`config.mk`:
```
export PLATFORM = sky130hd
export DESIGN_NAME = sbsc_ctrl
export DESIGN_NICKNAME = d
export VERILOG_FILES = /design/src/hw/sbsc_pkg.sv /design/src/hw/sbsc_ctrl.sv /design/src/hw/sbsc_sync2.sv
export SDC_FILE = /design/constraint.sdc
export NUM_CORES = 1
export LEC_CHECK = 0
export BUFFER_PORTS_ARGS = -buffer_cell sky130_fd_sc_hd__buf_2
export CAP_MARGIN = 25
export CORE_ASPECT_RATIO = 0.8
export CORE_MARGIN = 2
export CORE_UTILIZATION = 40
export DETAILED_ROUTE_END_ITERATION = 6
export RECOVER_POWER = 50
export SETUP_SLACK_MARGIN = 0.3
export SYNTH_ARGS = -nofsm -noshare
export SYNTH_HDL_FRONTEND = slang
export SYNTH_SLANG_ARGS = --single-unit
```
`constraint.sdc`:
```
create_clock -name clock -period 1.6 [get_ports clock]
set_input_delay 0.08 -clock clock [delete_from_list [all_inputs] [get_ports clock]]
set_output_delay 0.08 -clock clock [all_outputs]
set_load 0.05 [all_outputs]
```
`src/hw/sbsc_pkg.sv`:
```
package sbsc_pkg;

    // ----------------------------------------------------------------
    // Widths and reset values
    // ----------------------------------------------------------------
    localparam int ADDR_W = 20;
    localparam int LANES = 4;
    localparam int LANE_W = 9;
    localparam int DATA_W = LANES * LANE_W;
    localparam int BURST_W = 2;
    localparam logic [1:0] BURST_RST = 2'h0;

    // ----------------------------------------------------------------
    // Sampled pin group
    // ----------------------------------------------------------------
    typedef struct packed {
        logic [ADDR_W-1:0] addr;
        logic [LANES-1:0] lane_write_n;
        logic write_n;
        logic advance_or_load;
        logic select_first_n;
        logic select_second;
        logic select_third_n;
    } sbsc_pins_s;

    typedef enum logic [1:0] {
        SBSC_DESEL,
        SBSC_READ,
        SBSC_WRITE
    } sbsc_op_e;

endpackage

```
`src/hw/sbsc_ctrl.sv`:
```
`timescale 1ns/10ps
module sbsc_ctrl #(
    parameter int ADDR_W = sbsc_pkg::ADDR_W,
    parameter int LANES = sbsc_pkg::LANES
) (
    // Clock and reset
    input wire logic clock,
    input wire logic rst_n,
    // Synchronous pins from the controller
    input wire logic clock_qualify_n,
    input wire sbsc_pkg::sbsc_pins_s pins,
    input wire logic output_enable_n,
    input wire logic sleep_request,
    // Array side
    output logic [ADDR_W-1:0] mem_addr,
    output logic [LANES-1:0] mem_lane_we,
    output logic mem_read,
    output logic [1:0] addr_burst,
    output logic data_drive_en,
    output logic sleeping
);
    // ----------------------------------------------------------------
    // Input capture
    // ----------------------------------------------------------------
    // Pins may change on the edge, so every one passes two flops
    sbsc_pkg::sbsc_pins_s pins_s;
    logic qual_s;
    logic oe_n_s;
    logic sleep_s;
    logic qual;

    // Qualify is inverted ahead of the flops: their reset value of zero
    // then reads as a suspended clock, so no edge is taken after reset
    sbsc_sync2 #(.W($bits(sbsc_pkg::sbsc_pins_s) + 3)) sbsc_sync2_inst (
        .clock(clock),
        .rst_n(rst_n),
        .d({pins, !clock_qualify_n, output_enable_n, sleep_request}),
        .q({pins_s, qual_s, oe_n_s, sleep_s})
    );

    assign qual = qual_s;

    function automatic logic selected(input sbsc_pkg::sbsc_pins_s p);
        selected = !p.select_first_n && p.select_second
            && !p.select_third_n;
    endfunction

    // ----------------------------------------------------------------
    // Cycle state
    // ----------------------------------------------------------------
    sbsc_pkg::sbsc_op_e op_r;
    sbsc_pkg::sbsc_op_e op_nxt;
    logic [ADDR_W-1:0] base_r;
    logic [1:0] burst_r;
    logic [LANES-1:0] lanes_r;
    logic fresh_r;
    logic sleep_r;

    always_comb
    begin
        op_nxt = op_r;
        if (pins_s.advance_or_load)
        begin
            // Advance never revives a deselected device
            if (op_r == sbsc_pkg::SBSC_DESEL)
                op_nxt = sbsc_pkg::SBSC_DESEL;
        end
        else if (!selected(pins_s))
            op_nxt = sbsc_pkg::SBSC_DESEL;
        else if (!pins_s.write_n)
            op_nxt = sbsc_pkg::SBSC_WRITE;
        else
            op_nxt = sbsc_pkg::SBSC_READ;
    end

    // Held when qualify is high: the previous cycle is extended
    always_ff @(posedge clock or negedge rst_n)
    begin
        if (!rst_n)
            op_r <= sbsc_pkg::SBSC_DESEL;
        else if (qual && !sleep_r)
            op_r <= op_nxt;
    end

    always_ff @(posedge clock or negedge rst_n)
    begin
        if (!rst_n)
        begin
            base_r <= '0;
            burst_r <= sbsc_pkg::BURST_RST;
        end
        else if (qual && !sleep_r)
        begin
            if (!pins_s.advance_or_load)
            begin
                base_r <= pins_s.addr;
                burst_r <= pins_s.addr[1:0];
            end
            else if (op_r != sbsc_pkg::SBSC_DESEL)
                burst_r <= burst_r + 2'h1;
        end
    end

    // Lane enables are taken at each qualified edge outside sleep, also during a burst
    always_ff @(posedge clock or negedge rst_n)
    begin
        if (!rst_n)
            lanes_r <= '0;
        else if (qual && !sleep_r)
            lanes_r <= ~pins_s.lane_write_n;
    end

    // First access after deselect keeps the drivers off for one qualified cycle, however many clocks it spans
    always_ff @(posedge clock or negedge rst_n)
    begin
        if (!rst_n)
            fresh_r <= 1'b0;
        else if (qual && !sleep_r)
            fresh_r <= (op_r == sbsc_pkg::SBSC_DESEL)
                && (op_nxt != sbsc_pkg::SBSC_DESEL);
    end

    // Sleep is taken at every clock edge, qualified or not; stored data is untouched
    always_ff @(posedge clock or negedge rst_n)
    begin
        if (!rst_n)
            sleep_r <= 1'b0;
        else
            sleep_r <= sleep_s;
    end

    // ----------------------------------------------------------------
    // Outputs to the array
    // ----------------------------------------------------------------
    logic active;
    assign active = !sleep_r && qual;

    always_ff @(posedge clock or negedge rst_n)
    begin
        if (!rst_n)
        begin
            mem_addr <= '0;
            addr_burst <= sbsc_pkg::BURST_RST;
            mem_lane_we <= '0;
            mem_read <= 1'b0;
            data_drive_en <= 1'b0;
            sleeping <= 1'b0;
        end
        else
        begin
            mem_addr <= {base_r[ADDR_W-1:2], burst_r};
            addr_burst <= burst_r;
            mem_lane_we <= (op_r == sbsc_pkg::SBSC_WRITE && active)
                ? lanes_r : '0;
            mem_read <= op_r == sbsc_pkg::SBSC_READ && active;
            // Registered gate: oe alone cannot open the drivers
            data_drive_en <= !oe_n_s && op_r == sbsc_pkg::SBSC_READ
                && !fresh_r && !sleep_r;
            sleeping <= sleep_r;
        end
    end

    // ----------------------------------------------------------------
    // Checks
    // ----------------------------------------------------------------
    chk_hold_on_qual: assert property (@(posedge clock) disable iff (!rst_n)
        !qual |=> $stable(op_r) && $stable(burst_r))
        else $error("state moved while clock qualify high");
    chk_burst_step: assert property (@(posedge clock) disable iff (!rst_n)
        qual && !sleep_r && pins_s.advance_or_load
        && op_r != sbsc_pkg::SBSC_DESEL
        |=> burst_r == $past(burst_r) + 2'h1)
        else $error("burst counter did not step");
    chk_addr_load: assert property (@(posedge clock) disable iff (!rst_n)
        qual && !sleep_r && !pins_s.advance_or_load
        |=> base_r == $past(pins_s.addr)
        && burst_r == $past(pins_s.addr[1:0]))
        else $error("address not loaded");
    chk_desel_stays: assert property (@(posedge clock) disable iff (!rst_n)
        op_r == sbsc_pkg::SBSC_DESEL && pins_s.advance_or_load
        |=> op_r == sbsc_pkg::SBSC_DESEL)
        else $error("advance resumed a deselected device");
    chk_select_decode: assert property (@(posedge clock) disable iff (!rst_n)
        qual && !sleep_r && !pins_s.advance_or_load && !selected(pins_s)
        |=> op_r == sbsc_pkg::SBSC_DESEL)
        else $error("select decode wrong");
    chk_write_needs_we: assert property (@(posedge clock) disable iff (!rst_n)
        qual && !sleep_r && !pins_s.advance_or_load && pins_s.write_n
        |=> op_r != sbsc_pkg::SBSC_WRITE)
        else $error("write started without write enable");
    chk_lane_gate: assert property (@(posedge clock) disable iff (!rst_n)
        mem_lane_we != '0 |-> $past(op_r) == sbsc_pkg::SBSC_WRITE
        && mem_lane_we == $past(lanes_r))
        else $error("lane written without write");
    chk_drive_off: assert property (@(posedge clock) disable iff (!rst_n)
        data_drive_en |-> $past(op_r) == sbsc_pkg::SBSC_READ
        && !$past(fresh_r) && !$past(oe_n_s))
        else $error("drivers on in wrong cycle");
    chk_sleep_quiet: assert property (@(posedge clock) disable iff (!rst_n)
        sleeping |-> mem_lane_we == '0 && !mem_read)
        else $error("array active while sleeping");
    chk_qual_only: assert property (@(posedge clock) disable iff (!rst_n)
        !qual |=> $stable(lanes_r) && $stable(base_r))
        else $error("input taken with clock qualify high");

    cov_write: cover property (@(posedge clock) disable iff (!rst_n)
        mem_lane_we == '1);
    cov_burst: cover property (@(posedge clock) disable iff (!rst_n)
        mem_read && addr_burst == 2'h3);
    cov_drive: cover property (@(posedge clock) disable iff (!rst_n)
        data_drive_en);
    cov_sleep: cover property (@(posedge clock) disable iff (!rst_n)
        sleeping);
endmodule

```
`src/hw/sbsc_sync2.sv`:
```
`timescale 1ns/10ps
module sbsc_sync2 #(
    parameter int W = 1
) (
    // Clock and reset
    input wire logic clock,
    input wire logic rst_n,
    // Data
    input wire logic [W-1:0] d,
    output logic [W-1:0] q
);
    logic [W-1:0] meta_r;

    // Two stages; only the second stage is read by the block
    always_ff @(posedge clock or negedge rst_n)
    begin
        if (!rst_n)
        begin
            meta_r <= '0;
            q <= '0;
        end
        else
        begin
            meta_r <= d;
            q <= meta_r;
        end
    end
endmodule

```
==> impl_metrics.ini <==
[worst_setup_path]
path_cells = or3b_4, buf_8, nor4b_4, a22o_1
cp_slowest_cell = or3b_4
crit_path_end_kind = register
cp.arrival_ps = 1880
slowest_delay_ps = 400
startpoint_type = register
crit_fanout = 8
worstPathRequired_ps = 2030
timing.critical_path.buf_inv = 1
crit_type = register to register
crit_family = simple AND/OR/NAND/NOR gates

[clocking]
cts_tree = done
clk_path_buf_depth = 2
cts-buffers-inserted = 17
h-tree-depth = 4
clk_latency_ps = 500
cts.sinks = 119
cts_root_buf = clkbuf_8
path_clk_slew_ps = 60

[final_layout]
final_common_cell = dfrtp_1
final_cell_mix = 119 x dfrtp_1, 58 x buf_2, 33 x dlygate4sd3_1
instances_no_fill = 425
drive_gt1_share_pct = 39.62
area_growth_pct = 40.48
num_antenna_cells = 0
fillCellCount = 667
layout.nets = 334

[synth]
yosysWarnings = 0
syn_avg_cell_area_um2 = 19.64
synth_cell_types = 26
synth_top_area_share_pct = 84.22
syn_nets = 214
synth_cells = 180
seq_area_frac_synth_pct = 84.22
yosysTopAreaCell = dfrtp_1
synthTopCellsByArea = dfrtp_1 84%, mux2_4 6.8%, o21ai_0 0.85%
ys_seq_elements = 119
synth_area_um2 = 3536

[placed_design]
dp_cells = 355
gp_congestion = 0.6673
dpl.hpwl_um = 3260
port_buffers = 62

[die]
fp.dieH_um = 88.10
ioPinCount = 63
dieArea_um2 = 9612
initial_core_util_pct = 41.50
core_um2 = 8521
rows = 30
die_x_um = 109.1

[status]
run_status = completed

[grt]
grt_pass1_vias = 1892
grt_usage_pct = 13.20
grt_pass1_wl_um = 9032
antenna_found_initial = 0
grt_start_max_net_pins = 37
overflow = 0

[run]
maxCapViolCount = 0

[power_and_ir_drop]
p_per_area_nw_per_um2 = 1588
ir_drop_mv = 0.8427
power_w = 0.007890
p_leak_nw = 2.405

[sta]
fin_setup_tns_ps = 0
layout_min_cycle_time_ps = 1453
skew_ps = 10.10
rsz0062_at_grt = yes
setup_viol = 0
fmax_mhz = 688.1
finalCritPeriodShare_pct = 90.83
finalHoldViolCount = 0
worstMarginPinSlew_ps = 864.5
slew_violations = 0
worst_slew_margin_rel_pct = 42.37

[detailed_routing]
routed_via_density = 4.181
drt-initial-drc-count = 39
ant_nets = 0
drt_pass1_iterations = 4
vias = 1777
drt-total-wl_um = 5360
drc = 0
detail_route.wl_per_cell_um = 12.61

[hold_path]
holdCritPathClass = primary input to register
-- cell type report --
type / instances / area (um2) / share of cell area, %
Sequential cell: 119 / 2978 / 59.95
Timing Repair Buffer: 107 / 755.7 / 15.21
Multi-Input combinational cell: 53 / 505.5 / 10.18
Clock buffer: 20 / 455.4 / 9.169
Tap cell: 112 / 140.1 / 2.821
Clock inverter: 12 / 125.1 / 2.519
Inverter: 2 / 7.507 / 0.1511
-- Yosys cell counts, drive strengths merged --
cell    count
nor2        3
nor4        1
inv         2
mux2       18
nand2       5
nor3b       1
or2b        1
or4b        1
dfrtp     119
a21oi       1
nor2b       1
o21ai       6
or3b        1
nor4b       1
a22o        3
o22ai       1
clkbuf      1
nand2b      1
and2        4
buf         5
nand3b      1
mux2i       1
nor3        2
-- flip-flops by register name, indices dropped and copies added (netlist names), 2 cells and up --
signal,flops
mem_addr,19
sbsc_sync2_inst.meta_r,32
mem_lane_we,4
base_r,18
op_r,2
sbsc_sync2_inst.q,32
lanes_r,4
burst_r,2
-- routing by layer --
| layer | part of all wire [%] | track usage, % | up-vias |
|---|---|---|---|
| met2 | 49 | 20.16 | 53 |
| met4 | 1.8 | 8.159 | 0 |
| met1 | 44 | 15.76 | 881 |
| li1 | - | - | 836 |
| met3 | 4.5 | 5.357 | 7 |
| met5 | 0 | 0 | - |
-- final timing paths --
check,startpoint,to,slack [ps],cells after the start
worst max-delay path,sleep_r$_DFF_PN0_,fresh_r$_DFFE_PN0P_,150,4
min in group asynchronous,rst_n,sbsc_sync2_inst.meta_r[9]$_DFF_PN0_,230,2
max in group asynchronous,rst_n,op_r[0]$_DFFE_PN0P_,520,3
worst min-delay path,sleep_request,sbsc_sync2_inst.meta_r[0]$_DFF_PN0_,220,2
worst max register to register,sleep_r$_DFF_PN0_,fresh_r$_DFFE_PN0P_,150,4
worst min register to register,sbsc_sync2_inst.meta_r[24]$_DFF_PN0_,sbsc_sync2_inst.q[24]$_DFF_PN0_,340,0
-- per-stage QoR --
step / area, um2 / setup slack (ps) / hold WS (ps) / utilization, %
after floorplan: 3536 / 158.2 / -215.6 / -
after global placement: 4005 / 146.7 / 50.74 / 47.00
after detailed placement: 4005 / 74.60 / 61.61 / 47.00
after CTS: 4962 / 147.1 / 66.13 / 58.24
after global routing: 4967 / 84.73 / 194.3 / 58.30
final: 4967 / 146.6 / 221.0 / 58.30
-- logic make-up (layout without fill, tap and decap cells) --
| logic type | Yosys count | count (layout) | synth area share [%] |
|---|---|---|---|
| AND/OR/NAND/NOR | 23 | 23 | 4.211 |
| buffers and inverters | 8 | 141 | 1.946 |
| AO/OA/AOI/OAI | 11 | 11 | 1.911 |
| flip-flops | 119 | 119 | 84.22 |
| multiplexers | 19 | 19 | 7.714 |
-- power by group --
part           total (W)  leakage, nW  internal (W)  switching, W
registers        0.00342         1.42       0.00330      0.000120
clock network    0.00358        0.283       0.00233       0.00126
logic           0.000882        0.702      0.000315      0.000567
total            0.00789         2.40       0.00595       0.00194
-- repair_timing --
action | in CTS | in global routing
setup buffers | 4 | 1
hold endpoints to repair | 151 | 0
pin swaps | 1 | 3
endpoints found under the setup margin | 23 | 28
gates resized for setup | 5 | 3
hold buffers | 33 | 0
gates cloned | 0 | 0
Power figures use the tool's default switching activity.
